## src/core/gpm_pkg.sv

```systemverilog
`default_nettype none
package gpm_pkg;
    // Bank numbers carried by the bank select value
    localparam logic [3:0] BANK_FG = 4'h5;
    localparam logic [3:0] BANK_H = 4'h8;
    // Register offsets inside a bank
    localparam logic [7:0] OFF_DIRECTION_F = 8'h10;
    localparam logic [7:0] OFF_PINS_LATCH_F = 8'h11;
    localparam logic [7:0] OFF_DIRECTION_G = 8'h12;
    localparam logic [7:0] OFF_PINS_LATCH_G = 8'h13;
    localparam logic [7:0] OFF_CONVERTER_CONTROL_ONE = 8'h15;
    localparam logic [7:0] OFF_DIRECTION_H = 8'h10;
    localparam logic [7:0] OFF_PINS_LATCH_H = 8'h11;
    // Values after reset
    localparam logic [7:0] RST_DIRECTION = 8'hFF;
    localparam logic [7:0] RST_LATCH = 8'h00;
    localparam logic [3:0] RST_PIN_CONFIG = 4'h0;
    localparam logic [2:0] RST_CONV_UPPER = 3'h0;
    localparam logic [15:0] RST_ANALOG_SELECT = 16'hFFFF;
    // Field positions in converter_control_one
    localparam int PIN_CONFIG_FIELD_LSB = 0;
    localparam int PIN_CONFIG_FIELD_MSB = 3;
    localparam int CONV_UPPER_LSB = 5;
    // Pin configuration codes at or above this make every shared pin digital
    localparam logic [3:0] PIN_CONFIG_ALL_DIGITAL = 4'hE;
    // Bit positions of shared port G functions
    localparam int G_CAPTURE_BIT = 4;
    localparam int G_PULSE_BIT = 5;
    localparam int G_RECEIVE_BIT = 6;
    localparam int G_TRANSMIT_BIT = 7;
endpackage
`default_nettype wire

```

## src/core/gpm_ports.sv

```systemverilog
`default_nettype none
// Summary of operation
// (RQ1) Direction bit one makes a pin input; zero drives it from its latch.
// (RQ2) Reading a port data register returns pin levels, not the latch.
// (RQ3) Writing a port data register loads its latch regardless of direction.
// (RQ4) Ports G and H are eight bits wide, one direction and latch bit per pin.
// (RQ5) Port F bits 0 to 7 may be converter inputs 4 to 11.
// (RQ6) Port G bits 0 to 3 share converter inputs 3 down to 0.
// (RQ7) Port G bit 3 is positive reference input, bit 2 negative reference.
// (RQ8) Port G bit 4 is capture three, bit 5 pulse three, 6 and 7 serial.
// (RQ9) Port G bit 6 carries serial receive or data, bit 7 transmit or clock.
// (RQ10) After reset port G bits 3 to 0 are analog inputs.
// (RQ11) Port H bits 4 to 7 may be converter inputs 12 to 15.
// (RQ12) Port H bits 3 to 0 are plain digital I/O only.
// (RQ13) After reset port H bits 7 to 4 are analog inputs.
// (RQ14) Software selects bank 5 before port F, G and converter registers.
// (RQ15) After reset all port F pins are analog inputs.
// (RQ16) Writes land at the cycle end; reads sample pins at cycle start.
// (RQ17) Read-modify-write reads pins, modifies, writes the latch.
// (RQ18) Config field picks analog pins; analog pins neither drive nor sample.
module gpm_ports
(
    // Clock and reset
    input wire logic ref_clk,
    input wire logic reset,
    // Banked register access from the processor
    input wire logic [3:0] bank_select,
    input wire logic [7:0] reg_addr,
    input wire logic reg_wr_en,
    input wire logic [7:0] reg_wr_data,
    input wire logic reg_rd_en,
    output logic [7:0] reg_rd_data,
    // Port F pins
    input wire logic [7:0] pin_f_in,
    output logic [7:0] pin_f_out,
    output logic [7:0] pin_f_oe,
    // Port G pins
    input wire logic [7:0] pin_g_in,
    output logic [7:0] pin_g_out,
    output logic [7:0] pin_g_oe,
    // Port H pins
    input wire logic [7:0] pin_h_in,
    output logic [7:0] pin_h_out,
    output logic [7:0] pin_h_oe,
    // Shared peripherals on port G
    input wire logic pulse_out_three_en,
    input wire logic pulse_out_three,
    input wire logic serial_two_transmit_en,
    input wire logic serial_two_transmit,
    input wire logic serial_two_receive_en,
    input wire logic serial_two_receive_out,
    output logic capture_in_three,
    output logic serial_two_receive,
    output logic serial_two_clock_in,
    // Converter side
    output logic [15:0] analog_select,
    output logic ref_external,
    output logic [2:0] converter_upper
);

    typedef struct packed {
        logic [7:0] dir_f;
        logic [7:0] dir_g;
        logic [7:0] dir_h;
        logic [7:0] lat_f;
        logic [7:0] lat_g;
        logic [7:0] lat_h;
        logic [3:0] pin_config;
        logic [2:0] conv_upper;
        logic [7:0] meta_f;
        logic [7:0] meta_g;
        logic [7:0] meta_h;
        logic [7:0] sync_f;
        logic [7:0] sync_g;
        logic [7:0] sync_h;
        logic [7:0] out_f;
        logic [7:0] out_g;
        logic [7:0] out_h;
        logic [7:0] oe_f;
        logic [7:0] oe_g;
        logic [7:0] oe_h;
        logic [7:0] rd_data;
        logic [15:0] an_sel;
        logic ref_ext;
    } gpm_state_t;

    gpm_state_t state_q;
    gpm_state_t state_d;
    logic [15:0] an_mask;
    logic [7:0] an_f;
    logic [7:0] an_g;
    logic [7:0] an_h;
    logic sel_fg;
    logic sel_h;

    // Channel k is analog while k + code stays below 16; top codes all digital
    function automatic logic [15:0] gpm_analog_mask(input logic [3:0] code);
        logic [15:0] m;
        m = 16'h0000;
        for (int k = 0; k < 16; k++)
        begin
            m[k] = (code < gpm_pkg::PIN_CONFIG_ALL_DIGITAL) &&
                   ((5'(k) + {1'b0, code}) < 5'h10);
        end
        return m;
    endfunction

    // Pin is released when it is an input or handed to the converter
    function automatic logic [7:0] gpm_release(input logic [7:0] dir,
                                              input logic [7:0] an);
        return dir | an;
    endfunction

    // Map converter channels onto port bits
    always_comb
    begin
        an_mask = gpm_analog_mask(state_q.pin_config); // RQ18
        an_f = an_mask[11:4]; // RQ5
        an_g = {4'h0, an_mask[0], an_mask[1], an_mask[2], an_mask[3]}; // RQ6
        an_h = {an_mask[15:12], 4'h0}; // RQ11 RQ12
        sel_fg = (bank_select == gpm_pkg::BANK_FG); // RQ14
        sel_h = (bank_select == gpm_pkg::BANK_H);
    end

    // Whole next state: pin sampling, register writes, pin drive, reads
    always_comb
    begin
        state_d = state_q;
        // Two stages before anything looks at a pin
        state_d.meta_f = pin_f_in;
        state_d.meta_g = pin_g_in;
        state_d.meta_h = pin_h_in;
        state_d.sync_f = state_q.meta_f;
        state_d.sync_g = state_q.meta_g;
        state_d.sync_h = state_q.meta_h;
        // Writes land at the end of the access cycle
        if (reg_wr_en && sel_fg)
        begin
            unique case (reg_addr)
                gpm_pkg::OFF_DIRECTION_F: state_d.dir_f = reg_wr_data;
                gpm_pkg::OFF_PINS_LATCH_F: state_d.lat_f = reg_wr_data; // RQ3
                gpm_pkg::OFF_DIRECTION_G: state_d.dir_g = reg_wr_data;
                gpm_pkg::OFF_PINS_LATCH_G: state_d.lat_g = reg_wr_data; // RQ3
                gpm_pkg::OFF_CONVERTER_CONTROL_ONE:
                begin
                    state_d.pin_config = reg_wr_data[
                        gpm_pkg::PIN_CONFIG_FIELD_MSB:
                        gpm_pkg::PIN_CONFIG_FIELD_LSB]; // RQ18
                    state_d.conv_upper =
                        reg_wr_data[gpm_pkg::CONV_UPPER_LSB +: 3];
                end
                default: ;
            endcase
        end
        else if (reg_wr_en && sel_h)
        begin
            unique case (reg_addr)
                gpm_pkg::OFF_DIRECTION_H: state_d.dir_h = reg_wr_data;
                gpm_pkg::OFF_PINS_LATCH_H: state_d.lat_h = reg_wr_data; // RQ3
                default: ;
            endcase
        end
        // Drive from latches; analog pins stay released
        state_d.oe_f = gpm_release(state_q.dir_f, an_f); // RQ1 RQ15
        state_d.oe_g = gpm_release(state_q.dir_g, an_g); // RQ1 RQ10
        state_d.oe_h = gpm_release(state_q.dir_h, an_h); // RQ1 RQ4 RQ13
        state_d.out_f = state_q.lat_f;
        state_d.out_g = state_q.lat_g;
        state_d.out_h = state_q.lat_h;
        // Enabled peripherals take their pin over the latch
        if (pulse_out_three_en)
        begin
            state_d.out_g[gpm_pkg::G_PULSE_BIT] = pulse_out_three; // RQ8
            state_d.oe_g[gpm_pkg::G_PULSE_BIT] = 1'b0;
        end
        if (serial_two_receive_en)
        begin
            state_d.out_g[gpm_pkg::G_RECEIVE_BIT] = serial_two_receive_out; // RQ9
            state_d.oe_g[gpm_pkg::G_RECEIVE_BIT] = 1'b0;
        end
        if (serial_two_transmit_en)
        begin
            state_d.out_g[gpm_pkg::G_TRANSMIT_BIT] = serial_two_transmit; // RQ9
            state_d.oe_g[gpm_pkg::G_TRANSMIT_BIT] = 1'b0;
        end
        // Converter selection; reference pins follow the odd codes below 14
        state_d.an_sel = an_mask; // RQ5 RQ6 RQ11
        state_d.ref_ext = state_q.pin_config[0] && an_mask[0] && an_mask[1]; // RQ7
        // Reads return sampled pins so read-modify-write rewrites pin levels
        if (reg_rd_en)
        begin
            state_d.rd_data = 8'h00;
            if (sel_fg)
            begin
                unique case (reg_addr)
                    gpm_pkg::OFF_DIRECTION_F: state_d.rd_data = state_q.dir_f;
                    gpm_pkg::OFF_PINS_LATCH_F:
                        state_d.rd_data = state_q.sync_f & ~an_f; // RQ2 RQ16 RQ17
                    gpm_pkg::OFF_DIRECTION_G: state_d.rd_data = state_q.dir_g;
                    gpm_pkg::OFF_PINS_LATCH_G:
                        state_d.rd_data = state_q.sync_g & ~an_g; // RQ2 RQ16 RQ17
                    gpm_pkg::OFF_CONVERTER_CONTROL_ONE:
                        state_d.rd_data = {state_q.conv_upper, 1'b0,
                                           state_q.pin_config};
                    default: state_d.rd_data = 8'h00;
                endcase
            end
            else if (sel_h)
            begin
                unique case (reg_addr)
                    gpm_pkg::OFF_DIRECTION_H: state_d.rd_data = state_q.dir_h;
                    gpm_pkg::OFF_PINS_LATCH_H:
                        state_d.rd_data = state_q.sync_h & ~an_h; // RQ2 RQ16
                    default: state_d.rd_data = 8'h00;
                endcase
            end
        end
    end

    // State register with synchronous reset
    always_ff @(posedge ref_clk)
    begin
        if (reset)
        begin
            state_q <= '0;
            state_q.dir_f <= gpm_pkg::RST_DIRECTION;
            state_q.dir_g <= gpm_pkg::RST_DIRECTION;
            state_q.dir_h <= gpm_pkg::RST_DIRECTION;
            state_q.lat_f <= gpm_pkg::RST_LATCH;
            state_q.lat_g <= gpm_pkg::RST_LATCH;
            state_q.lat_h <= gpm_pkg::RST_LATCH;
            state_q.pin_config <= gpm_pkg::RST_PIN_CONFIG; // RQ10 RQ13 RQ15
            state_q.conv_upper <= gpm_pkg::RST_CONV_UPPER;
            state_q.oe_f <= gpm_pkg::RST_DIRECTION;
            state_q.oe_g <= gpm_pkg::RST_DIRECTION;
            state_q.oe_h <= gpm_pkg::RST_DIRECTION;
            state_q.an_sel <= gpm_pkg::RST_ANALOG_SELECT;
        end
        else
        begin
            state_q <= state_d;
        end
    end

    // Outputs straight from flops
    assign reg_rd_data = state_q.rd_data;
    assign pin_f_out = state_q.out_f;
    assign pin_g_out = state_q.out_g;
    assign pin_h_out = state_q.out_h;
    assign pin_f_oe = state_q.oe_f;
    assign pin_g_oe = state_q.oe_g;
    assign pin_h_oe = state_q.oe_h;
    assign capture_in_three = state_q.sync_g[gpm_pkg::G_CAPTURE_BIT]; // RQ8
    assign serial_two_receive = state_q.sync_g[gpm_pkg::G_RECEIVE_BIT]; // RQ9
    assign serial_two_clock_in = state_q.sync_g[gpm_pkg::G_TRANSMIT_BIT];
    assign analog_select = state_q.an_sel;
    assign ref_external = state_q.ref_ext;
    assign converter_upper = state_q.conv_upper;

    // Looks only at the release edge, so unreset flops at start are skipped
    a_reset_release: assert property (@(posedge ref_clk) // RQ10
        $past(reset) && !reset |->
        (pin_f_oe == 8'hFF) && (pin_g_oe == 8'hFF) &&
        (pin_h_oe == 8'hFF) && (analog_select == 16'hFFFF))
        else $error("pins not released after reset");

    a_latch_write_f: assert property (@(posedge ref_clk) disable iff (reset)
        reg_wr_en && sel_fg && reg_addr == gpm_pkg::OFF_PINS_LATCH_F
        |=> ##1 pin_f_out == $past(reg_wr_data, 2)) // RQ3
        else $error("port f latch write not seen on pins");

    a_dir_drive_h: assert property (@(posedge ref_clk) disable iff (reset)
        !$past(reset) |-> pin_h_oe[3:0] == $past(state_q.dir_h[3:0])) // RQ1
        else $error("port h low pins do not follow direction");

    a_analog_no_drive: assert property (@(posedge ref_clk)
        disable iff (reset)
        !$past(reset) |-> ((~pin_g_oe[3:0] & $past(an_g[3:0])) == 4'h0)) // RQ18
        else $error("analog pin driven");

    a_read_pins_f: assert property (@(posedge ref_clk) disable iff (reset)
        reg_rd_en && sel_fg && reg_addr == gpm_pkg::OFF_PINS_LATCH_F
        |=> reg_rd_data == ($past(pin_f_in, 3) & ~$past(an_f))) // RQ2
        else $error("port f read not from pins");

    a_pulse_takes_pin: assert property (@(posedge ref_clk)
        disable iff (reset)
        pulse_out_three_en |=> !pin_g_oe[5] &&
        pin_g_out[5] == $past(pulse_out_three)) // RQ8
        else $error("pulse output not on port g bit 5");

    a_capture_path: assert property (@(posedge ref_clk) disable iff (reset)
        !$past(reset, 2) |-> capture_in_three == $past(pin_g_in[4], 2)) // RQ8
        else $error("capture input not two stages behind pin");

    a_config_digital: assert property (@(posedge ref_clk)
        disable iff (reset)
        reg_wr_en && sel_fg && reg_addr == gpm_pkg::OFF_CONVERTER_CONTROL_ONE
        && reg_wr_data[3:0] == 4'hE |=> ##1 analog_select == 16'h0000) // RQ18
        else $error("digital configuration not applied");

endmodule
`default_nettype wire

```

## config.mk

```make
export PLATFORM = sky130hd
export DESIGN_NAME = gpm_ports
export DESIGN_NICKNAME = d
export VERILOG_FILES = /design/src/core/gpm_pkg.sv /design/src/core/gpm_ports.sv
export SDC_FILE = /design/constraint.sdc
export NUM_CORES = 1
export LEC_CHECK = 0
export BUFFER_PORTS_ARGS = -buffer_cell sky130_fd_sc_hd__buf_2
export CORE_MARGIN = 4
export CORE_UTILIZATION = 55
export DETAILED_ROUTE_END_ITERATION = 10
export PLACE_DENSITY = 0.8
export SETUP_SLACK_MARGIN = 0.3
export SKIP_CTS_REPAIR_TIMING = 1
export SLEW_MARGIN = 0
export SYNTH_ARGS = -nofsm -noshare
export SYNTH_HDL_FRONTEND = slang
export SYNTH_SLANG_ARGS = --single-unit
```

## constraint.sdc

```tcl
create_clock -name ref_clk -period 4 [get_ports ref_clk]
set_clock_uncertainty 0.1 [all_clocks]
set_input_delay 0.2 -clock ref_clk [delete_from_list [all_inputs] [get_ports ref_clk]]
set_output_delay 0.2 -clock ref_clk [all_outputs]
set_load 0.005 [all_outputs]
```

; ---- Word-level counts from Yosys, hierarchy flattened
; Index checks and enable logic that the tools add are counted.
[totals]
reg_bits = 176
wordCells = 109
input_bits = 54
[op_classes]
addsub = 15
n_lt_le_gt_ge = 17
muxes = 10
eq_ne = 7
n_bitwise = 10
reduce_logical = 27
[op_table]
columns = operator, n
row1 = $lt 5x5->1 const B, 15
row2 = $add 4x4->5 const A, 8
row3 = $eq 8x5->1 const B, 5
row4 = $pmux 8 s5, 1
row5 = $and 8x8->8, 3
row6 = $add 3x4->5 const A, 4
row7 = $logic_and 1x1->1, 20
row8 = $mux 8, 2
row9 = $not 8->8, 2
row10 = $or 8x8->8, 2
row11 = $pmux 8 s2, 1
row12 = $add 2x4->5 const A, 2
row13 = $reduce_and 2->1, 5
row14 = $not 4->8, 1
row15 = $or 8x4->8, 1
row16 = $mux 1, 6
row17 = $reduce_and 3->1, 2
row18 = $add 1x4->5 const A, 1
row19 = $lt 4x5->1 const B, 1
row20 = $eq 4x3->1 const B, 1
row21 = $eq 4x4->1 const B, 1
row22 = $lt 4x4->1 const B, 1
row23 = $not 1->1, 1

; ---- Depth between registers and ports, before layout
; Gate-level depths: netlist of the first run.
[depth]
ltp_word = 8
mapped_depth = 6
mapped_depth_nobuf = 4

; ---- Worst setup path after synthesis of the first run
; No wires, ideal clock.
[synth_path]
path_kind = input to register
from = input reg_addr[5]
to = register state_q, in the netlist state_d[54]
slack_ns = 2.081
t_arrival_ns = 1.692
setup_ns = 0.128
cell_stages = 5
path_cell_list = or4b_4 > buf_6 > nor4_4 > mux2i_1 > nor2_1
[synth_between]
elab_chain_len = 2
[synth_rtl]
columns = item, line_no
row1 = start: declaration, gpm_ports.sv:28  ; input wire logic [7:0] reg_addr,
row2 = $eq 8x5->1, gpm_ports.sv:157  ; unique case (reg_addr)
row3 = $reduce_and 3->1 (no line), -
row4 = end signal: assignment, gpm_ports.sv:241  ; state_q <= state_d;
row5 = end: declaration, gpm_ports.sv:87  ; gpm_state_t state_q;
; No other way between the ends.
; A chain may end at the register's enable or synchronous reset.

; ---- Worst setup path after layout of the first run
[layout_path]
from = register state_q[127] in the netlist's numbering
to = register state_q, in the netlist pin_g_oe[2]
[layout_between]
elab_chain_len = 4
word_cells_on_any_way = 5
cone_classes = 1 x add/sub / 2 x order compare / 1 x bitwise / 1 x reduce/logical
[layout_rtl]
columns = item, line_no
row1 = $add 1x4->5, gpm_ports.sv:103  ; ((5'(k) + {1'b0, code}) < 5'h10);
row2 = $lt 5x5->1, gpm_ports.sv:103
row3 = $logic_and 1x1->1 (*), gpm_ports.sv:102  ; m[k] = (code < gpm_pkg::PIN_CONFIG_ALL_DIGITAL) &&
row4 = $or 8x4->8 (*), gpm_ports.sv:111  ; return dir | an;
; Mark *: on every way between the ends. The rest lies on a longest branch, timed or not.

==> summary.txt, run 1 <==
Status: finished clean
Setup CP Type: flip-flop to flip-flop
Yosys top cell by area: dfxtp_1
Crit path buffers/inverters: 2
Area grow syn2layout: 15.4%
WL/cell: 17.8 um
TritonCTS clock tree: yes
Reg clk slew, reported paths: 0.06 ns
Vias in the first global route: 4526
Clk_lat worst skew: 0.42 ns
Max stage delay on crit path: 0.80 ns
DRC: 0
# H-tree levels: 4
Die X: 118 um
First DRT Iteration DRCs: 298
Post-Route WL: 15.7 mm
Synth cell types: 55
Hold depth: 3
Core area: 11700 um^2
Diode count: 0
Commonest cells post-synth: dfxtp_1 (175), buf_4 (75), nor2b_1 (70), nor2_1 (50), mux2i_1 (47)
Syn_nets: 713
Primary FF master, synth: dfxtp_1
Root Buffer: clkbuf_16
Top-area cell type share of the netlist area: 52.6%
Worst R2R Path Depth: 4
WHS: 0.0749 ns
Placer Congestion: 0.887
Pins Over Slew Limit: 0
CP Data Required Time: 4.20 ns
Worst slew pin tran: 1.14 ns
Largest fanout on the critical path: 17
Largest net degree at the start of global routing: 87
Cell Chain, Critical Path: inv_1 > nor2_1 > inv_1 > or3_1
Crit path time final: 2.30 ns
Die height: 118 um
Async SR Flop Fraction: 0%
Via Count: 4692
Worst setup margin: 1.70 ns
Fmax: 434 MHz
Fin nets: 783
Grt total ovfl: 0
Period utilization: 57.6%
Final HPWL DP: 10.7 mm
Most numerous cell in the Yosys netlist: dfxtp_1
Logic depth of the worst path, buffers included: 4
RSZ-0062 raised after global routing: false
GR Util All Layers: 22.3%
Die Area: 13900 um^2
Floorplan row count: 39
Max-Slew Margin vs Limit: 23.5%
LEAKAGE: 3.14 nW
Crit. End Element: flip-flop
EDFF count, synth: 0
Syn Inst Count: 659
DRT Pass-1 Iters: 4
Cell Int Power: 2.79 mW
# port buffers: 132
Starting Density: 57.2%
Switch share: 21.4%
Vias per cell: 5.30
Clock network power share: 44.9%
Pwr/cell area: 461 nW/um^2
Worst Path Arrival: 2.50 ns
DP Worst Slack: 1.48 ns
CTS buffer count: 17
Routed Antenna Nets: 0
Family with the most delay on the worst path: simple AND/OR/NAND/NOR gates
R2R Setup Slk: 1.70 ns
TritonCTS Sinks: 175
Num ports: 133
Final Hold Viols: 0
First-pass GRT wire length: 24.4 mm
Min-Delay Path Class: primary input to flip-flop
Startpoint Class: flip-flop
Worst IR Drop VDD: 0.294 mV
Maximum root-to-sink buffer count: 2
Synth area leaders: dfxtp_1 (53%), buf_4 (8.4%), mux2i_1 (7.1%)
Average size of a mapped cell: 10.1 um^2
Critical-path top delay cell: dfxtp_1
Synth Warn #: 0
Comb pwr share: 4.8%
Flop pwr share: 50.2%
Synth Cell Area: 6670 um^2
Seq/Total Area, Yosys: 52.6%
Sw power: 0.760 mW
Setup TNS: 0 ns
Initial antenna violation count: 0
Layout cells sized above 1: 26.1%
CP dominant cell by count: inv_1
Max-Cap Viols: 0
FILL cells: 932
Final setup violation count: 0
Post-synthesis register bit count: 175
[metrics by stage]
stage	std cells	instance area, um^2	power [mW]	utilization (%)
3_3_place_gp	823	6810	1.96	58.4
2_1_floorplan	659	6670	1.91	-
4_1_cts	855	7390	3.54	63.4
6_report	885	7690	3.55	66.0
5_1_grt	885	7690	3.66	66.0
3_5_place_dp	823	6810	1.97	58.4
[power by group through the flow]
stage          Sequential (mW)  Combinational [mW]  Clock (mW)
3_5_place_dp              1.82               0.147           0
4_1_cts                   1.78               0.147        1.62
3_3_place_gp              1.82               0.145           0
5_1_grt                   1.78               0.186        1.69
2_1_floorplan             1.82              0.0904           0
6_report                  1.78               0.171        1.59
[cell families after synthesis]
| family | share of synthesized area (%) |
|---|---|
| flops | 52.6 |
| simple gates | 19.9 |
| compound gates | 7.38 |
| mux | 8.24 |
| buf+inv | 11.9 |
[worst register-to-register path, stage by stage (launching register included)]
cell	delay, ns
dfxtp_1	0.80
inv_1	0.25
nor2_1	0.47
inv_1	0.18
or3_1	0.38
[registers in the layout, indices dropped and copies added, names as in the netlist]
name	cells
ref_external	1
state_d	45
pin_h_out	8
pin_f_out	8
capture_in_three	1
pin_f_oe	8
pin_h_oe	8
reg_rd_data	8
analog_select	15
serial_two_receive	1
pin_g_oe	8
converter_upper	3
pin_g_out	8
serial_two_clock_in	1
state_q	52
[layer usage]
layer | wire [um] | vias up | part of all wire, % | global-route usage, %
li1 | - | 2301 | - | -
met1 | 6900 | 2221 | 44 | 28.3
met2 | 7770 | 148 | 49 | 36.1
met3 | 789 | 22 | 5.0 | 5.57
met4 | 282 | 0 | 1.8 | 9.67
met5 | 0 | - | 0 | 0
[final timing paths]
check                             to           start
setup reg to reg         pin_g_oe[2]    state_q[127]
setup / recovery         pin_g_oe[2]    state_q[127]
hold reg to reg   serial_two_receive     state_d[87]
hold / removal          state_q[172]  reg_wr_data[4]
[placed cells by master, fill, tap and decap left out, drive strengths merged, types with 5 or more instances in the layout]
master / n
a21oi: 7
a311oi: 6
a31oi: 5
and3: 6
buf: 134
clkbuf: 20
clkinvlp: 5
dfxtp: 175
dlygate4sd3: 30
inv: 20
mux2: 5
mux2i: 47
nand2: 29
nand2b: 5
nand3: 17
nor2: 50
nor2b: 70
nor3: 5
nor4: 8
o211ai: 8
o21ai: 11
o22ai: 6
or2: 14
or3: 7
[final cells by class]
type / count / area [um^2] / share of cell area [%]
tap: 143 / 179 / 2.33
inverter: 19 / 71.3 / 0.927
sequential: 175 / 3500 / 45.5
clock buffer: 20 / 447 / 5.80
multi-input combinational: 352 / 2380 / 30.9
clock inverter: 12 / 138 / 1.79
timing repair buffer: 164 / 978 / 12.7
(Power assumes the default switching activity.)
==> run 2: changes to the inputs <==
- ABC_AREA: default -> 1
- clock period: 4 -> 2.4 ns (I/O delays scaled with it)
==> summary.txt, run 2 <==
Status: finished, violations left
Failing checks: negative hold slack
Startpoint Class: primary input
Fmax: 552 MHz
# H-tree levels: 4 (unchanged)
Final Hold Viols: 5 (+5)
DRC: 0 (unchanged)
Crit. End Element: flip-flop
RSZ-0062 raised after global routing: false
Die height: 119 um (+0.46%)
Average size of a mapped cell: 8.09 um^2 (-20%)
EDFF count, synth: 0 (unchanged)
Crit path buffers/inverters: 4 (+2)
Largest fanout on the critical path: 31 (+14)
Compound-Gate Fraction of Synth Area: 9.37% (+2.0 points)
DP Worst Slack: 0.714 ns (-0.763 ns)
Crit path time final: 1.81 ns
Synth cell types: 25 (-55%)
CTS buffer count: 17 (unchanged)
Sw power: 1.35 mW (+78%)
Synth Cell Area: 6730 um^2 (+0.99%)
WHS: -0.0191 ns (-0.0940 ns)
WL/cell: 14.8 um (-17%)
Die Area: 14100 um^2 (+0.93%)
Worst Path Arrival: 2.02 ns (-0.48 ns)
TritonCTS clock tree: yes
Switch share: 22.3% (+0.85 points)
Placer Congestion: 0.924 (+4.2%)
Primary FF master, synth: dfxtp_1
CP Data Required Time: 2.61 ns (-1.59 ns)
Vias per cell: 5.00 (-5.6%)
Final HPWL DP: 10.4 mm (-2.2%)
Vias in the first global route: 4711 (+4.1%)
Max-Cap Viols: 0 (unchanged)
Grt total ovfl: 0 (unchanged)
Worst slew pin tran: 0.599 ns (-0.539 ns)
Area share of fa/ha/maj cells after synthesis: 0% (unchanged)
Post-Layout Cell Count: 1080 (+22%)
Pwr/cell area: 774 nW/um^2 (+68%)
First DRT Iteration DRCs: 600 (+100%)
Clk_lat worst skew: 0.43 ns (about the same)
Area grow syn2layout: 16.7%
Most common cell after layout, fill and taps aside: dfxtp_1
Num ports: 133 (unchanged)
Maximum root-to-sink buffer count: 2 (unchanged)
Layout cells sized above 1: 22.1% (-4.0 points)
Worst setup margin: 0.589 ns (-1.11 ns)
Cell Int Power: 4.73 mW (+70%)
Min-Delay Path Class: primary input to flip-flop
Post-synthesis register bit count: 175 (unchanged)
Max FFs per register: 52 (unchanged)
Family with the most delay on the worst path: buffers and inverters
Top-area cell type share of the netlist area: 52.0% (-0.52 points)
Post-Route WL: 16.0 mm (+1.6%)
Root Buffer: clkbuf_16
Syn Inst Count: 832 (+26%)
DRT Pass-1 Iters: 5 (+1)
Pins Over Slew Limit: 0 (unchanged)
Async SR Flop Fraction: 0% (unchanged)
Reg clk slew, reported paths: 0.06 ns (about the same)
Initial antenna violation count: 1 (+1)
Layout Utilization: 65.4% (-0.56 points)
Commonest cells post-synth: dfxtp_1 (175), inv_1 (118), nand2_1 (109), nor2_1 (106), buf_4 (75)
LEAKAGE: 3.68 nW (+17%)
Clock network power share: 46.4% (+1.5 points)
Yosys top cell by area: dfxtp_1
Commonest cells after routing, fill and taps aside: dfxtp_1 (175), buf_2 (132), inv_1 (118), nand2_1 (109), nor2_1 (106)
Critical-path top delay cell: dlygate4sd3_1
Routed Antenna Nets: 0 (unchanged)
Syn_nets: 886 (+24%)
Setup TNS: 0 ns (unchanged)
Floorplan row count: 40 (+2.6%)
XOR/XNOR Fraction of Synth Area: 0% (unchanged)
Period utilization: 75.5%
Main combinational cell family by area after synthesis: simple AND/OR/NAND/NOR gates
Most numerous cell in the Yosys netlist: dfxtp_1
Top reg by flops: state_q
Max-Slew Margin vs Limit: 59.7% (+36 points)
First-pass GRT wire length: 23.6 mm (-3.0%)
Starting Density: 56.0% (-1.1 points)
Simple logic cell fraction of the synthesized area: 20.5% (+0.66 points)
Mux cell area share after synthesis: 0% (-8.2 points)
Setup CP Type: primary input to flip-flop
# port buffers: 132 (unchanged)
Comb pwr share: 4.8% (about the same)
Max stage delay on crit path: 0.56 ns (-0.24 ns)
TritonCTS Sinks: 175 (unchanged)
Core area: 12000 um^2 (+3.0%)
Synth Warn #: 0 (unchanged)
Synth area leaders: dfxtp_1 (52%), buf_4 (8.4%), inv_1 (6.6%)
Largest net degree at the start of global routing: 48 (-45%)
Worst IR Drop VDD: 0.347 mV (+18%)
Seq/Total Area, Yosys: 52.0% (-0.52 points)
Flop pwr share: 48.8% (-1.4 points)
Cell Chain, Critical Path: buf_2 > inv_2 > buf_4 > o21ai_0 > a21oi_1 > dlygate4sd3_1
GR Util All Layers: 21.3% (-1.1 points)
Via Count: 5405 (+15%)
FILL cells: 978 (+4.9%)
Placed insts: 1010 (+23%)
Fin nets: 974 (+24%)
Final setup violation count: 0 (unchanged)
Die X: 119 um (+0.46%)
-- run 2: through the flow --
stage               power, mW  hold WS, ns  instance area, um^2
floorplan                3.17        0.114                 6730
CTS                      6.05       -0.219                 7470
finish                   6.08      -0.0191                 7860
global placement         3.27        0.221                 6870
detailed placement       3.27        0.225                 6870
global route             6.27       0.0197                 7860
-- run 2: final timing paths --
path           startpoint        endpoint  slack, ns  cells after the start
max                 reset    pin_g_out[7]       0.59                      6
min             reg_rd_en  reg_rd_data[7]      -0.02                      3
max reg2reg  state_q[125]  reg_rd_data[2]       0.76                      8
min reg2reg   state_d[78]     state_q[78]       0.30                      2
-- run 2: cell type report --
| cell class | count | area [um^2] | share of cell area (%) |
|---|---|---|---|
| antenna | 1 | 2.50 | 0.0318 |
| clock buffer | 17 | 425 | 5.41 |
| clock inverter | 14 | 180 | 2.29 |
| inverter | 124 | 465 | 5.92 |
| multi-input combinational | 428 | 2010 | 25.6 |
| sequential | 175 | 3500 | 44.6 |
| tap | 147 | 184 | 2.34 |
| timing repair buffer | 174 | 1080 | 13.8 |
-- run 2: kinds of logic (layout without fill, tap and decap cells) --
kind of cell	after synthesis	after routing
other	0	1
DFF	175	175
and+or+nand+nor	310	310
buffers and inverters	229	329
AOI/OAI and AO/OA	118	118
-- run 2: per-layer routing --
layer | wire length [um] | GRT usage (%) | vias to the layer above | share of wire, %
met4 | 499 | 9.92 | 0 | 3.1
met1 | 6750 | 28.7 | 2398 | 42
met3 | 1550 | 5.22 | 47 | 9.7
li1 | - | - | 2676 | -
met5 | 0 | 0 | - | 0
met2 | 7200 | 32.2 | 284 | 45
-- run 2: power groups by stage --
stage	Combinational [mW]	Clock, mW	Sequential (mW)
after detailed placement	0.235	0	3.03
after floorplan	0.143	0	3.03
after global placement	0.231	0	3.03
after global routing	0.323	2.97	2.97
final	0.291	2.82	2.97
after CTS	0.237	2.84	2.97
-- run 2: worst register-to-register path, delay by kind of cell, from the launching register on --
| family | cells | cell delay [ns] |
|---|---|---|
| simple gates | 6 | 0.45 |
| compound gates | 2 | 0.60 |
| flops | 1 | 0.37 |
==> run 3: changes to the inputs <==
- clock period: 2.4 -> 1.7 ns (I/O delays scaled with it)
==> summary.txt, run 3 (synthesized netlist as in run 2, its figures left out) <==
Initial antenna violation count: 0 (-1)
GR Util All Layers: 21.5% (+0.20 points)
Final HPWL DP: 10.7 mm (+2.4%)
Num ports: 133 (unchanged)
Fin nets: 989 (+1.5%)
DRC: 0 (unchanged)
Period utilization: 80.3%
Met3 Wirelength: 1.56 mm (+0.84%)
Final setup violation count: 0 (unchanged)
RSZ-0062 raised after global routing: true
# H-tree levels: 4 (unchanged)
Pins Over Slew Limit: 0 (unchanged)
Worst IR Drop VDD: 0.598 mV (+72%)
Max FFs per register: 52 (unchanged)
Root Buffer: clkbuf_16
Critical-path top delay cell: dfxtp_2
Setup CP Type: flip-flop to flip-flop
Top reg by flops: state_q
Met1 WL: 6.61 mm (-2.0%)
Min-Delay Path Class: primary input to flip-flop
Worst Path Arrival: 1.63 ns (-0.39 ns)
Maximum root-to-sink buffer count: 2 (unchanged)
Max-Cap Viols: 0 (unchanged)
Max stage delay on crit path: 0.43 ns (-0.13 ns)
Sequential cell area: 3510 um^2 (+0.21%)
Largest fanout on the critical path: 8 (-74%)
Post-Route WL: 16.0 mm (+0.24%)
Die X: 119 um (unchanged)
Core area: 12000 um^2 (unchanged)
Clk_lat worst skew: 0.43 ns (about the same)
TritonCTS Sinks: 175 (unchanged)
Pwr/cell area: 1120 nW/um^2 (+44%)
Final Hold Viols: 0 (-5)
Area grow syn2layout: 20.3%
CTS buffer count: 17 (unchanged)
# port buffers: 132 (unchanged)
Fmax: 733 MHz
Grt total ovfl: 0 (unchanged)
FILL cells: 972 (-0.61%)
Top Layer Used: met4
Largest net degree at the start of global routing: 48 (unchanged)
CP Data Required Time: 1.96 ns (-0.65 ns)
Placed insts: 1022 (+1.2%)
WL/cell: 14.6 um (-1.1%)
Commonest cells after routing, fill and taps aside: dfxtp_1 (171), buf_2 (132), inv_1 (118), nand2_1 (109), nor2_1 (103)
Crit path time final: 1.37 ns
TritonCTS clock tree: yes
Routed wl met2: 7.27 mm (+1.0%)
Routed Antenna Nets: 0 (unchanged)
Vias in the first global route: 4659 (-1.1%)
Floorplan row count: 40 (unchanged)
CP dominant cell by count: nand2_1
Die Area: 14100 um^2 (unchanged)
First DRT Iteration DRCs: 525 (-13%)
Reg clk slew, reported paths: 0.06 ns (about the same)
Area of the multi-input gates: 2030 um^2 (+1.1%)
Post-Layout Cell Count: 1095 (+1.4%)
Vias per cell: 4.94 (-1.2%)
Layout Utilization: 67.4% (+2.0 points)
Crit. End Element: flip-flop
Most common cell after layout, fill and taps aside: dfxtp_1
Placer Congestion: 0.940 (+1.7%)
Die height: 119 um (unchanged)
Via Count: 5412 (+0.13%)
Cell Chain, Critical Path: inv_1 > o21ai_1 > nand3_1 > nand2_1 > nand2_1 > a21oi_1
Worst slew pin tran: 0.450 ns (-0.149 ns)
Startpoint Class: flip-flop
DRT Pass-1 Iters: 6 (+1)
LEAKAGE: 3.80 nW (+3.1%)
Status: finished clean
Layout cells sized above 1: 24.3% (+2.2 points)
Setup TNS: 0 ns (unchanged)
First-pass GRT wire length: 23.7 mm (+0.29%)
Max-Slew Margin vs Limit: 70.0% (+10 points)
Starting Density: 56.0% (unchanged)
Diode count: 0 (-1)
## run 3: cell types whose count changed in the layout (fill, tap and decap cells not counted), moves of 2 or more
cell,before,now
buf_4,3,15
bufinv_16,3,6
clkbuf_8,0,2
dfxtp_1,175,171
dfxtp_2,0,3
dlygate4sd3_1,38,40
inv_6,5,1
nor2_1,106,103
nor2_2,5,8
o21ai_0,55,51
o21ai_1,2,5
## run 3: per-layer routing
metal / vias up / GRT usage, %
met3: 46 / 6.46
met2: 275 / 32.9
met5: - / 0
met1: 2390 / 28.1
li1: 2701 / -
met4: 0 / 9.41
## run 3: cell type report
type	instances	area share [%]
multi-input cells	428	25.1
flip-flops and latches	175	43.4
repair buffers	189	15.0
clock inverters	13	2.89
clock buffers	19	5.60
well taps	147	2.27
inverters	124	5.75
## run 3: per-stage QoR
stage	power [mW]	area, um^2	setup WS [ns]	hold slack [ns]
6_report	9.04	8100	0.335	0.0329
5_1_grt	9.33	8100	0.243	0.0340
4_1_cts	9.00	7660	0.209	-0.265
3_5_place_dp	4.63	6970	0.171	0.190
3_3_place_gp	4.62	6970	0.208	0.185
2_1_floorplan	4.48	6730	0.407	0.0791
## run 3: final timing paths
path / from / end / slack (ns) / cells past startpoint
setup reg to reg: state_q[127] / reg_rd_data[1] / 0.33 / 6
hold reg to reg: state_d[87] / serial_two_receive / 0.30 / 2
setup / recovery: state_q[127] / reg_rd_data[1] / 0.33 / 6
hold / removal: reset / analog_select[5] / 0.03 / 3
## run 3: worst max-delay path, delay by kind of cell, from the launching register on
kind | cells | cell delay [ns]
AND/OR/NAND/NOR | 3 | 0.22
AO/OA/AOI/OAI | 2 | 0.40
flip-flops | 1 | 0.43
buffers and inverters | 1 | 0.16
## run 3: power breakdown
| group | switching [mW] | internal (mW) | total, mW |
|---|---|---|---|
| Combinational | 0.245 | 0.184 | 0.429 |
| Sequential | 0.0241 | 4.17 | 4.19 |
| Clock | 1.58 | 2.84 | 4.42 |
| Total | 1.85 | 7.19 | 9.04 |
